<file path="config.mk">
export PLATFORM = sky130hd
export DESIGN_NAME = adcsd_ctrl
export DESIGN_NICKNAME = d
export VERILOG_FILES = /design/src/adcsd_pkg.sv /design/src/adcsd_ctrl.sv
export VERILOG_INCLUDE_DIRS = /design/src
export SDC_FILE = /design/constraint.sdc
export NUM_CORES = 1
export LEC_CHECK = 0
export BUFFER_PORTS_ARGS = -buffer_cell sky130_fd_sc_hd__clkbuf_2
export CORE_MARGIN = 3
export CORE_UTILIZATION = 52
export DETAILED_ROUTE_END_ITERATION = 8
export GPL_TIMING_DRIVEN = 0
export PLACE_DENSITY = 0.8
export REMOVE_ABC_BUFFERS = 1
export SYNTH_ARGS = -nofsm -noshare
export SYNTH_HDL_FRONTEND = slang
export SYNTH_SLANG_ARGS = --single-unit
</file>
<file path="constraint.sdc">
create_clock -name clk -period 2.65 [get_ports clk]
set_input_delay 0.6625 -clock clk [delete_from_list [all_inputs] [get_ports clk]]
set_output_delay 0.6625 -clock clk [all_outputs]
set_load 0.005 [all_outputs]
</file>
<file path="src/adcsd_cfg.svh">
// Timing counts, command fields and display constants for the channel controller
`ifndef ADCSD_CFG_SVH
`define ADCSD_CFG_SVH

// ****************************************************************
// Clock and timing
// ****************************************************************
`define ADCSD_CLK_MHZ        125
`define ADCSD_SLOW_PERIOD_US 500000
`define ADCSD_FAST_PERIOD_NS 33000
`define ADCSD_CONV_TIME_NS   10000
`define ADCSD_SCLK_HALF_NS   200
`define ADCSD_FLASH_HALF_US  250000
`define ADCSD_SLOW_CYC  (`ADCSD_SLOW_PERIOD_US * `ADCSD_CLK_MHZ)
`define ADCSD_FAST_CYC  ((`ADCSD_FAST_PERIOD_NS * `ADCSD_CLK_MHZ) / 1000)
`define ADCSD_CONV_CYC  ((`ADCSD_CONV_TIME_NS * `ADCSD_CLK_MHZ + 999) / 1000)
`define ADCSD_SCLK_CYC  ((`ADCSD_SCLK_HALF_NS * `ADCSD_CLK_MHZ + 999) / 1000)
`define ADCSD_FLASH_CYC (`ADCSD_FLASH_HALF_US * `ADCSD_CLK_MHZ)
`define ADCSD_FLASH_TOGGLES 4'h6

// ****************************************************************
// Serial command and switch codes, flash digits and FIFO depth
// ****************************************************************
`define ADCSD_CMD_BITS   12
`define ADCSD_CMD_LOW    8'h00
`define ADCSD_CODE_PDOWN 4'hE
`define ADCSD_CODE_FAST  4'hF
`define ADCSD_FAST_CHAN  4'h4
`define ADCSD_FLASH_DIGITS 12'h888
`define ADCSD_FIFO_DEPTH 16

`endif

</file>
<file path="src/adcsd_pkg.sv">
// Types shared by the channel controller
package adcsd_pkg;

  // One converted reading bound for the displays
  typedef struct packed {
    logic        blank;
    logic [11:0] value;
  } adcsd_sample_type;

  typedef enum logic [2:0] {
    ST_INIT, ST_WAIT, ST_XFER, ST_CONV, ST_PUSH
  } adcsd_state_type;

endpackage : adcsd_pkg
</file>
<file path="src/adcsd_ctrl.sv">
// Channel-select controller with serial converter port and hex displays
`timescale 1ns/1ns
`include "adcsd_cfg.svh"

// ****************************************************************
// Sample FIFO
// ****************************************************************
module adcsd_fifo #(
  parameter int W     = 13,
  parameter int DEPTH = 16
) (
  input  wire logic         clk,       // System clock
  input  wire logic         rst_n,     // Async reset, active low
  input  wire logic [W-1:0] in_data,   // Fill data
  input  wire logic         in_valid,  // Fill request
  output logic              in_ready,  // Space available
  output logic [W-1:0]      out_data,  // Head word
  output logic              out_valid, // Head word present
  input  wire logic         out_ready  // Drain accepts
);
  localparam int AW = $clog2(DEPTH);
  logic [W-1:0] mem [DEPTH];
  logic [AW:0]  wr_q;
  logic [AW:0]  rd_q;
  logic         push;
  logic         pop;

  // Extra pointer bit tells full from empty
  assign in_ready  = (wr_q[AW] == rd_q[AW]) || (wr_q[AW-1:0] != rd_q[AW-1:0]);
  assign out_valid = (wr_q != rd_q);
  assign out_data  = mem[rd_q[AW-1:0]];
  assign push      = in_valid && in_ready;
  assign pop       = out_valid && out_ready;

  // Storage write
  always_ff @(posedge clk) begin
    if (push) begin
      mem[wr_q[AW-1:0]] <= in_data;
    end
  end

  // Pointers
  always_ff @(posedge clk or negedge rst_n) begin
    if (!rst_n) begin
      wr_q <= '0;
      rd_q <= '0;
    end else begin
      if (push) wr_q <= wr_q + 1'b1;
      if (pop)  rd_q <= rd_q + 1'b1;
    end
  end
endmodule : adcsd_fifo

// ****************************************************************
// Controller top
// ****************************************************************
// Contract
// - After reset, flash all digits, then show converted readings.
// - Switch is one 4-bit code, left position most significant.
// - Codes 0h to Ah select converter analog channels 0 to 10.
// - Codes Bh, Ch, Dh select the internal reference tests.
// - Code Eh commands converter power-down and blanks the displays.
// - Code Fh selects user input four, conversions back to back, fast; the code starts one every FAST_CYC cycles (33 us).
// - All other codes convert and update at about two per second.
// - Sampled switch code goes out serially as the next channel command.
// - Shift back the 12-bit result, show it as three hex digits.
// - Outgoing data changes to the next bit at each rising clock edge.
// - Held in reset while supervisor asserts it, runs on release.
module adcsd_ctrl #(
  parameter int SLOW_CYC  = `ADCSD_SLOW_CYC,
  parameter int FAST_CYC  = `ADCSD_FAST_CYC,
  parameter int FLASH_CYC = `ADCSD_FLASH_CYC
) (
  input  wire logic        clk,                   // 125 MHz clock
  input  wire logic        rst_n,                 // Supervisor reset, low
  input  wire logic [3:0]  channel_select_switch, // [3] is leftmost
  input  wire logic        ctrl_serial_data_in,   // Converter data out
  output logic             ctrl_serial_data_out,  // Command bit
  output logic             ctrl_serial_clock_out, // Serial clock
  output logic             conv_cs_n,             // Converter select, low
  input  wire logic        disp_ready,            // Displays accept update
  output logic [11:0]      display_digits,        // Three hex digits
  output logic             display_blank          // Blank all digits
);
  localparam int CONV_CYC = `ADCSD_CONV_CYC;
  localparam int SCLK_CYC = `ADCSD_SCLK_CYC;

  adcsd_pkg::adcsd_state_type  state_q;
  adcsd_pkg::adcsd_sample_type fill_data;
  adcsd_pkg::adcsd_sample_type head_data;
  logic [31:0] period_q;
  logic [15:0] sub_q;
  logic [3:0]  flash_cnt_q;
  logic        flash_blank_q;
  logic [3:0]  code_q;
  logic [11:0] tx_q;
  logic [11:0] rx_q;
  logic [3:0]  bit_q;
  logic        sclk_q;
  logic        dout_q;
  logic        cs_n_q;
  logic        fill_ready;
  logic        head_valid;
  logic        pop;
  logic [31:0] period_lim;
  logic [11:0] digits_q;
  logic        blank_q;

  // Fast mode decode, shared by pacing and command build
  function automatic logic is_fast(input logic [3:0] code);
    is_fast = (code == `ADCSD_CODE_FAST);
  endfunction : is_fast

  function automatic logic [3:0] chan_addr(input logic [3:0] code);
    chan_addr = is_fast(code) ? `ADCSD_FAST_CHAN : code;
  endfunction : chan_addr

  // pacing choice follows the live switch
  assign period_lim = is_fast(channel_select_switch) ?
                      32'(FAST_CYC - 1) : 32'(SLOW_CYC - 1);

  // Period counter restarts at each exchange start
  always_ff @(posedge clk or negedge rst_n) begin
    if (!rst_n) begin
      period_q <= '0;
    end else if (state_q == adcsd_pkg::ST_WAIT && period_q >= period_lim) begin
      period_q <= '0;
    end else if (state_q == adcsd_pkg::ST_INIT && flash_cnt_q != 4'h0 &&
                 period_q >= 32'(FLASH_CYC - 1)) begin
      // Each flash phase gets a full flash period, not a single cycle
      period_q <= '0;
    end else if (period_q != 32'hFFFF_FFFF) begin
      period_q <= period_q + 32'h0000_0001;
    end
  end

  // reset entry; flash, then pace exchanges
  always_ff @(posedge clk or negedge rst_n) begin
    if (!rst_n) begin
      state_q       <= adcsd_pkg::ST_INIT;
      sub_q         <= '0;
      flash_cnt_q   <= `ADCSD_FLASH_TOGGLES;
      flash_blank_q <= 1'b0;
      code_q        <= '0;
      tx_q          <= '0;
      rx_q          <= '0;
      bit_q         <= '0;
      sclk_q        <= 1'b0;
      dout_q        <= 1'b0;
      cs_n_q        <= 1'b1;
    end else begin
      case (state_q)
        adcsd_pkg::ST_INIT: begin
          // Flash timer is wide, so it borrows the period counter
          if (period_q >= 32'(FLASH_CYC - 1) && flash_cnt_q != 4'h0) begin
            flash_blank_q <= ~flash_blank_q;
            flash_cnt_q   <= flash_cnt_q - 4'h1;
          end
          if (flash_cnt_q == 4'h0) begin
            flash_blank_q <= 1'b0;
            state_q       <= adcsd_pkg::ST_WAIT;
          end
        end
        adcsd_pkg::ST_WAIT: begin
          if (period_q >= period_lim) begin
            // latch code and build the command word
            code_q <= channel_select_switch;
            tx_q   <= {chan_addr(channel_select_switch), `ADCSD_CMD_LOW};
            cs_n_q  <= 1'b0;
            bit_q   <= '0;
            sub_q   <= '0;
            state_q <= adcsd_pkg::ST_XFER;
          end
        end
        adcsd_pkg::ST_XFER: begin
          if (sub_q >= 16'(SCLK_CYC - 1)) begin
            sub_q <= '0;
            if (!sclk_q) begin
              // next bit goes out with the rising edge; the
              // converter's delayed clock edge takes that same bit
              sclk_q <= 1'b1;
              tx_q   <= {tx_q[10:0], 1'b0};
              dout_q <= tx_q[11];
              rx_q   <= {rx_q[10:0], ctrl_serial_data_in};
              bit_q  <= bit_q + 4'h1;
            end else begin
              sclk_q <= 1'b0;
              if (bit_q == 4'(`ADCSD_CMD_BITS)) begin
                // close the frame, start conversion wait
                cs_n_q  <= 1'b1;
                dout_q  <= 1'b0;
                state_q <= adcsd_pkg::ST_CONV;
              end
            end
          end else begin
            sub_q <= sub_q + 16'h0001;
          end
        end
        adcsd_pkg::ST_CONV: begin
          // no new command until the conversion time passes
          if (sub_q >= 16'(CONV_CYC - 1)) begin
            sub_q   <= '0;
            state_q <= adcsd_pkg::ST_PUSH;
          end else begin
            sub_q <= sub_q + 16'h0001;
          end
        end
        adcsd_pkg::ST_PUSH: begin
          // A full FIFO stalls the sequence here
          if (fill_ready) begin
            state_q <= adcsd_pkg::ST_WAIT;
          end
        end
        default: begin
          state_q <= adcsd_pkg::ST_INIT;
        end
      endcase
    end
  end

  // power-down readings travel as blank entries
  assign fill_data.blank = (code_q == `ADCSD_CODE_PDOWN);
  assign fill_data.value = rx_q;
  assign pop = head_valid && disp_ready && (state_q != adcsd_pkg::ST_INIT);

  adcsd_fifo #(
    .W     ($bits(adcsd_pkg::adcsd_sample_type)),
    .DEPTH (`ADCSD_FIFO_DEPTH)
  ) u_fifo (
    .clk       (clk),
    .rst_n     (rst_n),
    .in_data   (fill_data),
    .in_valid  (state_q == adcsd_pkg::ST_PUSH),
    .in_ready  (fill_ready),
    .out_data  (head_data),
    .out_valid (head_valid),
    .out_ready (pop)
  );

  // flash pattern during start-up; blank flag
  always_ff @(posedge clk or negedge rst_n) begin
    if (!rst_n) begin
      blank_q <= 1'b1;
    end else if (state_q == adcsd_pkg::ST_INIT) begin
      blank_q <= flash_blank_q;
    end else if (pop) begin
      blank_q <= head_data.blank;
    end
  end

  for (genvar g = 0; g < 3; g++) begin : g_digit
    always_ff @(posedge clk or negedge rst_n) begin
      if (!rst_n) begin
        digits_q[4*g +: 4] <= 4'h0;
      end else if (state_q == adcsd_pkg::ST_INIT) begin
        digits_q[4*g +: 4] <= 4'(`ADCSD_FLASH_DIGITS >> (4*g));
      end else if (pop) begin
        digits_q[4*g +: 4] <= head_data.value[4*g +: 4];
      end
    end
  end

  // Outputs straight from flops
  assign ctrl_serial_clock_out = sclk_q;
  assign ctrl_serial_data_out  = dout_q;
  assign conv_cs_n             = cs_n_q;
  assign display_digits        = digits_q;
  assign display_blank         = blank_q;
endmodule : adcsd_ctrl

</file>
* Word level (Yosys, flattened, before mapping) *
Memories as Yosys holds them, arrays and structs flattened.
Index checks and enable logic that the tools add are counted.

word-level totals
  register bits after elaboration = 114
  RAM bits = 208
  bits of input ports = 8
  output and inout bits = 16
  word-level logic and storage cells = 124
  memories kept = 1

cells by class
  $add $sub $neg = 6
  order comparisons = 4
  equality and inequality tests = 20
  mux-type cells = 45
  bitwise operators = 2
  reduce and logical (&&, ||, !) cells = 28

memory list
  memory      depth  bits a word  read ports  clocked after memory_dff  wr ports  RTL line          text
  u_fifo.mem  16     13           1           0                         1         adcsd_ctrl.sv:22  logic [W-1:0] mem [DEPTH];

operators by type and width
  operator               number
  $mux 32                3
  $mux 16                3
  $pmux 16 s3            1
  $mux 4                 10
  $mux 12                3
  $add 32x1->32 const B  1
  $ge 32x25->1 const B   1
  $ge 32x26->1           1
  $ne 32x32->1 const B   1
  $mux 26                1
  $pmux 12 s2            1
  $mux 3                 7
  $add 16x1->16 const B  1
  $ge 16x11->1 const B   1
  $ge 16x5->1 const B    1
  $pmux 3 s5             1
  $ne 2x2->1 const B     7
  $mux 1                 13
  $eq 4x4->1 const B     3
  $add 5x1->5 const B    2
  $reduce_and 2->1       5
  $reduce_bool 3->1      3
  $logic_and 1x1->1      8
  $pmux 4 s2             1
  20 further kinds       26

* Depth between registers and ports, before layout *
Gate-level depths: netlist of run 1.

  depth in word-level cells = 5
  mapped depth = 11
  gate-level depth less buffers = 9

* Cells and area by module *
A second synthesis of run 1 with hierarchy kept.

unflattened totals
  cells, all modules = 953
  area, all modules = 13845.8 um2

modules (own cells, without submodules)
  module      times used  cells an instance  area an instance (um2)  sequential area each (um2)
  adcsd_fifo  1           427                8767.2                  6496.2
  adcsd_ctrl  1           526                5078.6                  2407.3

* Least setup slack after synthesis of run 1 *
Ideal clock, no wire load.

  path type = input port to flip-flop
  from = input channel_select_switch[2]
  to = register code_q[0]
  setup time = 0.127 ns
  data arrival time = 2.711 ns
  data required time = 2.523 ns
  slack = -0.189 ns
  stages = 9
  buffers on the path = 1
  cell sequence = nand4_2 > ha_1 > nor4b_1 > and4_1 > o22ai_1 > a31o_2 > a21oi_2 > buf_4 > mux2_1

between the ends
  cells in the longest elaborated chain, start to end = 4

RTL lines
  what                               RTL line           text
  from (decl)                        adcsd_ctrl.sv:76   input wire logic [3:0] channel_select_switch,
  $eq 4x4->1 (no source line)        -
  $mux 26                            adcsd_ctrl.sv:119  assign period_lim = is_fast(channel_select_switch) ?
  $ge 32x26->1                       adcsd_ctrl.sv:165  if (period_q >= period_lim) begin
  $reduce_and 2->1 (no source line)  -
  to (signal assigned)               adcsd_ctrl.sv:167  code_q <= channel_select_switch;
  to (decl)                          adcsd_ctrl.sv:95   logic [3:0] code_q;

No other way between the ends.
A chain may end at the register's enable or synchronous reset.

* Final worst setup path of run 1 *
  from = register u_fifo.rd_q[0]
  to = register u_fifo.wr_q[4]

between the ends
  cells in the longest elaborated chain, start to end = 3

RTL lines
  what                    RTL line          text
  from (decl)             adcsd_ctrl.sv:24  logic [AW:0] rd_q;
  from (signal assigned)  adcsd_ctrl.sv:49  if (pop) rd_q <= rd_q + 1'b1;
  $ne 4x4->1              adcsd_ctrl.sv:29  assign in_ready = (wr_q[AW] == rd_q[AW]) || (wr_q[AW-1:0] != rd_q[AW-1:0]);
  $logic_or 1x1->1        adcsd_ctrl.sv:29
  $logic_and 1x1->1       adcsd_ctrl.sv:32  assign push = in_valid && in_ready;
  to (signal assigned)    adcsd_ctrl.sv:48  if (push) wr_q <= wr_q + 1'b1;
  to (decl)               adcsd_ctrl.sv:23  logic [AW:0] wr_q;

No other way between the ends.

==> impl_metrics.json, run 1 <==
{
  "setup_tns_ns": 0,
  "hpwl_um": 16800,
  "seq_power_share": 0.458,
  "syn_inst": 891,
  "syn_avg_cell_area_um2": 15.4,
  "required_ns": 3.07,
  "grt_overflow_total": 0,
  "layout_setup_ws_ns": 0.0691,
  "dr.pass1.iters": 6,
  "io_buffer_count": 23,
  "start_util": 0.536,
  "r2r_slack_ns": 0.07,
  "area.growth.synth_to_final_pct": 13.4,
  "hold_viol": 0,
  "pwr-share-comb": 0.241,
  "status": "finished clean",
  "finalNetCount": 951,
  "floorplan.rows": 58,
  "critPathArrivalTime_ns": 3.00,
  "clock_latency_ns": 0.56,
  "cts-root-buf": "clkbuf_16",
  "die-area_um2": 28300,
  "ys_types": 75,
  "die_w_um": 168,
  "fin_crit_ns": 2.58,
  "maxSlewHeadroom": 0.392,
  "yosysMostFrequentCell": "edfxtp_1",
  "via_per_inst": 6.37,
  "wire_per_inst_um": 24.0,
  "synth_common_cells": "edfxtp_1 (208), dfrtp_1 (102), mux4_2 (65)",
  "clock_path_buffers": 3,
  "hold_slack_ns": 0.241,
  "yosysTopAreaCell": "edfxtp_1",
  "skew_ns": 0.0207,
  "gp_congestion": 0.826,
  "yosysWarnings": 0,
  "grt_max_degree": 107,
  "grt_pass1_wl_um": 47700,
  "clk_pin_slew_ns": 0.06,
  "synthDominantCellAreaShare": 0.456,
  "num_vias": 8166,
  "fmax_mhz": 387,
  "place_ws_ns": -0.758,
  "drt_iter0_markers": 846,
  "p_leak_nw": 5.39,
  "grt_pass1_vias": 8152,
  "diodes": 0,
  "startpoint_type": "flip-flop",
  "core_area_um2": 25500,
  "async_reset_ff_frac": 0.338,
  "synth_seq_cells": 314,
  "die_h_um": 168,
  "yosysSeqAreaShare": 0.650,
  "criticalPathCategory": "reg -> reg",
  "grt_usage": 0.216,
  "ir_drop_mv": 0.558,
  "worstMarginPinSlew_ns": 0.912,
  "end_kind": "flip-flop",
  "postRouteAntennaNets": 0,
  "final_cells": 1282,
  "cts_sinks": 314,
  "final_max_slew_viol_count": 0,
  "switchingPower_mw": 4.14,
  "critPathMaxFanout": 23,
  "h-tree-depth": 1,
  "holdCritPathClass": "in -> async",
  "synth_edf_count": 208,
  "yosys-top-cells-area": "edfxtp_1 (46%), dfrtp_1 (19%), mux4_2 (11%), xnor2_1 (2.7%), nor3_1 (2.0%)",
  "post-route-period-util": 0.974,
  "cts_buffers": 30,
  "powerDensity_nw_per_um2": 881,
  "num_io_pins": 24,
  "power_frac_clock": 0.301,
  "setup_violations": 0,
  "drc": 0,
  "p_int_mw": 9.56,
  "swShare": 0.302,
  "routed_wl_um": 30800,
  "maxCapViolations": 0,
  "cts_hold_buf": 0,
  "syn-cell-area_um2": 13700,
  "antenna_found_initial": 0,
  "cts_tree": "done",
  "layout-drive-gt1-share": 0.249,
  "dp.cells": 1204,
  "ys.flop_type": "edfxtp_1"
}
state kept, by name, indices dropped and copies added (netlist names):
register / cells
u_fifo.mem: 208
period_q: 32
sub_q: 16
display_digits: 12
rx_q: 12
u_fifo.rd_q: 5
u_fifo.wr_q: 5
bit_q: 4
code_q: 4
flash_cnt_q: 4
tx_q: 4
state_q: 3
conv_cs_n: 1
ctrl_serial_clock_out: 1
ctrl_serial_data_out: 1
display_blank: 1
flash_blank_q: 1
power groups by stage:
stage,Combinational (mW),Sequential [mW],Clock (mW)
2_1_floorplan,2.01,6.33,0
3_3_place_gp,2.54,6.59,0
3_5_place_dp,3.00,6.36,0
4_1_cts,3.17,6.25,4.17
5_1_grt,3.59,6.34,4.37
6_report,3.31,6.27,4.12
critical path, stage by stage (launching register included):
cell and delay, ns:
dfrtp_4 0.61, buf_16 0.24, xnor2_1 0.24, nand4_1 0.27, o21ai_1 0.49, nor3_2 0.14, and2_4 0.28, xor2_1 0.17
timing repair:
action	CTS	global route
gates cloned	2	1
pin swaps	4	8
gates resized for setup	36	24
setup buffers	6	13
setup endpoints to repair	289	258
worst paths after layout:
check | start | to | cells after the start
max | u_fifo.rd_q[0] | u_fifo.wr_q[4] | 7
min | rst_n | sub_q[7] | 1
max reg2reg | u_fifo.rd_q[0] | u_fifo.wr_q[4] | 7
min reg2reg | flash_cnt_q[3] | flash_cnt_q[3] | 1
max in group asynchronous | rst_n | u_fifo.rd_q[1] | 1
min in group clk | ctrl_serial_data_in | rx_q[0] | 2
cell type report:
cell class              instances  area, um^2
flip-flops and latches        314        8910
clock buffers                  42         816
multi-input cells             511        4710
inverters                      21        83.8
fillers                      1798       10000
clock inverters                14         129
repair buffers                 50         478
well taps                     330         413
cells in the final DEF, fill, tap and decap left out, drive strengths merged, types with 24 or more instances in the layout:
master	n
nor2	51
a21oi	24
mux4	65
clkbuf	66
edfxtp	208
buf	26
dfrtp	102
nand2	32
xnor2	43
nor3	55
metal layers:
layer | wire length, um | track usage | share of wire | vias to the layer above
met4 | 692 | 0.0598 | 0.022 | 0
met3 | 2010 | 0.0385 | 0.065 | 55
li1 | - | - | - | 3546
met1 | 12000 | 0.284 | 0.39 | 4215
met5 | 0 | 0 | 0 | -
met2 | 16100 | 0.374 | 0.52 | 350
kinds of logic (layout without fill, tap and decap cells):
group           after synthesis  count (layout)  synth area share
compound gates               89              89            0.0453
xor+xnor                     48              48            0.0307
fa+ha+maj                    15              15            0.0137
buf+inv                      68             127            0.0217
flops                       314             314             0.650
mux                         105             105             0.139
simple gates                252             254             0.100
metrics by stage:
step	utilization	power [mW]	area [um^2]
2_1_floorplan	-	8.34	13500
3_3_place_gp	0.549	9.12	14000
3_5_place_dp	0.555	9.37	14200
4_1_cts	0.599	13.6	15300
5_1_grt	0.609	14.3	15500
6_report	0.609	13.7	15500
Power figures use the tool's default switching activity.
==> inputs of run 2 (changes only) <==
- CELL_PAD_IN_SITES_DETAIL_PLACEMENT: unset -> 0
- CELL_PAD_IN_SITES_GLOBAL_PLACEMENT: unset -> 2
- CORE_UTILIZATION: 52 -> 47
- PLACE_DENSITY: 0.8 -> 0.9
==> run 2 against run 1 <==
  * Worst setup slack better by 0.068 ns
  * Sequential power is 0.8% lower
  * Utilization is 4.8 points lower
  * Sequential cell count stayed put
  * Power is 4.6% higher
  * Via count is 3.0% lower
  * First-iteration DRC count is 16% lower
  * Maximum frequency is 2.7% higher
  * Clock skew is 0.00079 ns higher
  * Highest routed layer unchanged
==> impl_metrics.json, run 2 (same netlist as run 1, synthesis figures left out) <==
{
  "r2r_start": "period_q[22]",
  "cts_hold_buf": 0,
  "clk_pin_slew_ns": 0.06,
  "switchingPower_mw": 4.21,
  "drt_iter0_markers": 714,
  "seq_power_share": 0.434,
  "fmax_mhz": 398,
  "layout_setup_ws_ns": 0.137,
  "antenna_found_initial": 0,
  "most-common-layout-cells": "edfxtp_1 (208), dfrtp_1 (97), mux4_2 (65)",
  "seqCellArea_um2": 8910,
  "startpoint_type": "flip-flop",
  "p_leak_nw": 5.50,
  "drc": 0,
  "finalNetCount": 955,
  "place_ws_ns": -0.962,
  "grt_usage": 0.197,
  "hpwl_um": 16900,
  "fin_crit_ns": 2.51,
  "dp.cells": 1253,
  "die_w_um": 177,
  "num_io_pins": 24,
  "critPathMaxFanout": 9,
  "die-area_um2": 31200,
  "maxSlewHeadroom": 0.474,
  "cts_sinks": 314,
  "holdCritPathClass": "in -> async",
  "fillers": 2186,
  "core_area_um2": 28200,
  "largest_reg_flops": 208,
  "criticalPathCategory": "reg -> reg",
  "maxCapViolations": 0,
  "cts_buffers": 35,
  "p_int_mw": 10.1,
  "via_per_inst": 5.93,
  "num_vias": 7925,
  "gp_congestion": 0.786,
  "final_max_slew_viol_count": 0,
  "required_ns": 3.05,
  "layout_commonest_cell": "edfxtp_1",
  "start_util": 0.485,
  "post-route-period-util": 0.948,
  "swShare": 0.294,
  "fin_area_um2": 15800,
  "grt_overflow_total": 0,
  "wire_per_inst_um": 22.4,
  "ir_drop_mv": 0.472,
  "diodes": 0,
  "powerDensity_nw_per_um2": 904,
  "dr.pass1.iters": 5,
  "layout-drive-gt1-share": 0.254,
  "grt_pass1_wl_um": 47300,
  "clock_path_buffers": 3,
  "rsz0062_at_grt": "no",
  "place_area_um2": 14300,
  "fin_total_pwr_mw": 14.3,
  "cts-root-buf": "clkbuf_16",
  "area.growth.synth_to_final_pct": 15.6,
  "grt_max_degree": 87,
  "status": "finished clean",
  "end_kind": "flip-flop",
  "io_buffer_count": 23,
  "multi_input_area_um2": 4740,
  "floorplan.rows": 61,
  "h-tree-depth": 2,
  "postRouteAntennaNets": 0,
  "pwr-share-comb": 0.230,
  "r2r_slack_ns": 0.14,
  "routed_wl_um": 29900,
  "cts_tree": "done",
  "hold_viol": 0,
  "worstMarginPinSlew_ns": 0.781,
  "die_h_um": 177,
  "skew_ns": 0.0214,
  "final_cells": 1337,
  "clock_latency_ns": 0.53,
  "power_frac_clock": 0.335,
  "critPathArrivalTime_ns": 2.92,
  "grt_pass1_vias": 8016,
  "setup_violations": 0,
  "crit_start": "period_q[22]"
}
[run 2: changes by cell type in the layout (fill, tap and decap cells not counted), sizes merged]
cell / previous run / this run
clkinvlp: 1 / 0
clkbuf: 66 / 73
bufinv: 2 / 3
[run 2: final timing paths]
check	cells after the start	to
max	7	tx_q[11]
min	1	display_digits[2]
max reg2reg	7	tx_q[11]
min reg2reg	1	flash_cnt_q[3]
max in group asynchronous	2	u_fifo.rd_q[1]
min in group clk	2	rx_q[0]
[run 2: what timing repair did]
| action | CTS | global route |
|---|---|---|
| endpoints found under the setup margin | 281 | 258 |
| setup buffers | 11 | 7 |
| gates cloned | 2 | 0 |
| gates resized for setup | 40 | 27 |
| pin swaps | 4 | 5 |
[run 2: power groups by stage]
stage                     Clock (mW)  Sequential (mW)  Combinational [mW]
after global placement             0             6.63                2.57
after detailed placement           0             6.41                2.98
after CTS                       4.88             6.33                3.06
after global routing            5.08             6.29                3.61
final                           4.81             6.22                3.30
after floorplan                    0             6.33                2.01
[run 2: cell type report]
type / instances / share of cell area
tap: 378 / 0.0299
clock buffer: 50 / 0.0614
inverter: 21 / 0.00545
sequential: 314 / 0.563
clock inverter: 14 / 0.0115
multi-input combinational: 511 / 0.299
timing repair buffer: 49 / 0.0295
[run 2: metal layers]
metal  vias up  GRT usage  routed length [um]
li1       3565          -                   -
met1      4118      0.282               13200
met2       194      0.319               14600
met3        48     0.0290                1540
met4         0     0.0547                 600
met5         -          0                   0
[run 2: stage by stage]
stage	util	setup TNS, ns	hold slack (ns)
finish	0.561	0	0.00879
global route	0.561	0	0.0131
CTS	0.554	-6.50	0.00279
detailed placement	0.505	-172.07	0.467
global placement	0.498	-762.39	0.460
floorplan	-	-277.34	0.367
[run 2: worst max-delay path: stages (launching register included)]
cell	delay [ns]
dfrtp_1	0.49
or4_4	0.59
o31ai_2	0.19
and4b_4	0.39
inv_4	0.06
o31ai_4	0.20
buf_4	0.18
mux2_4	0.30
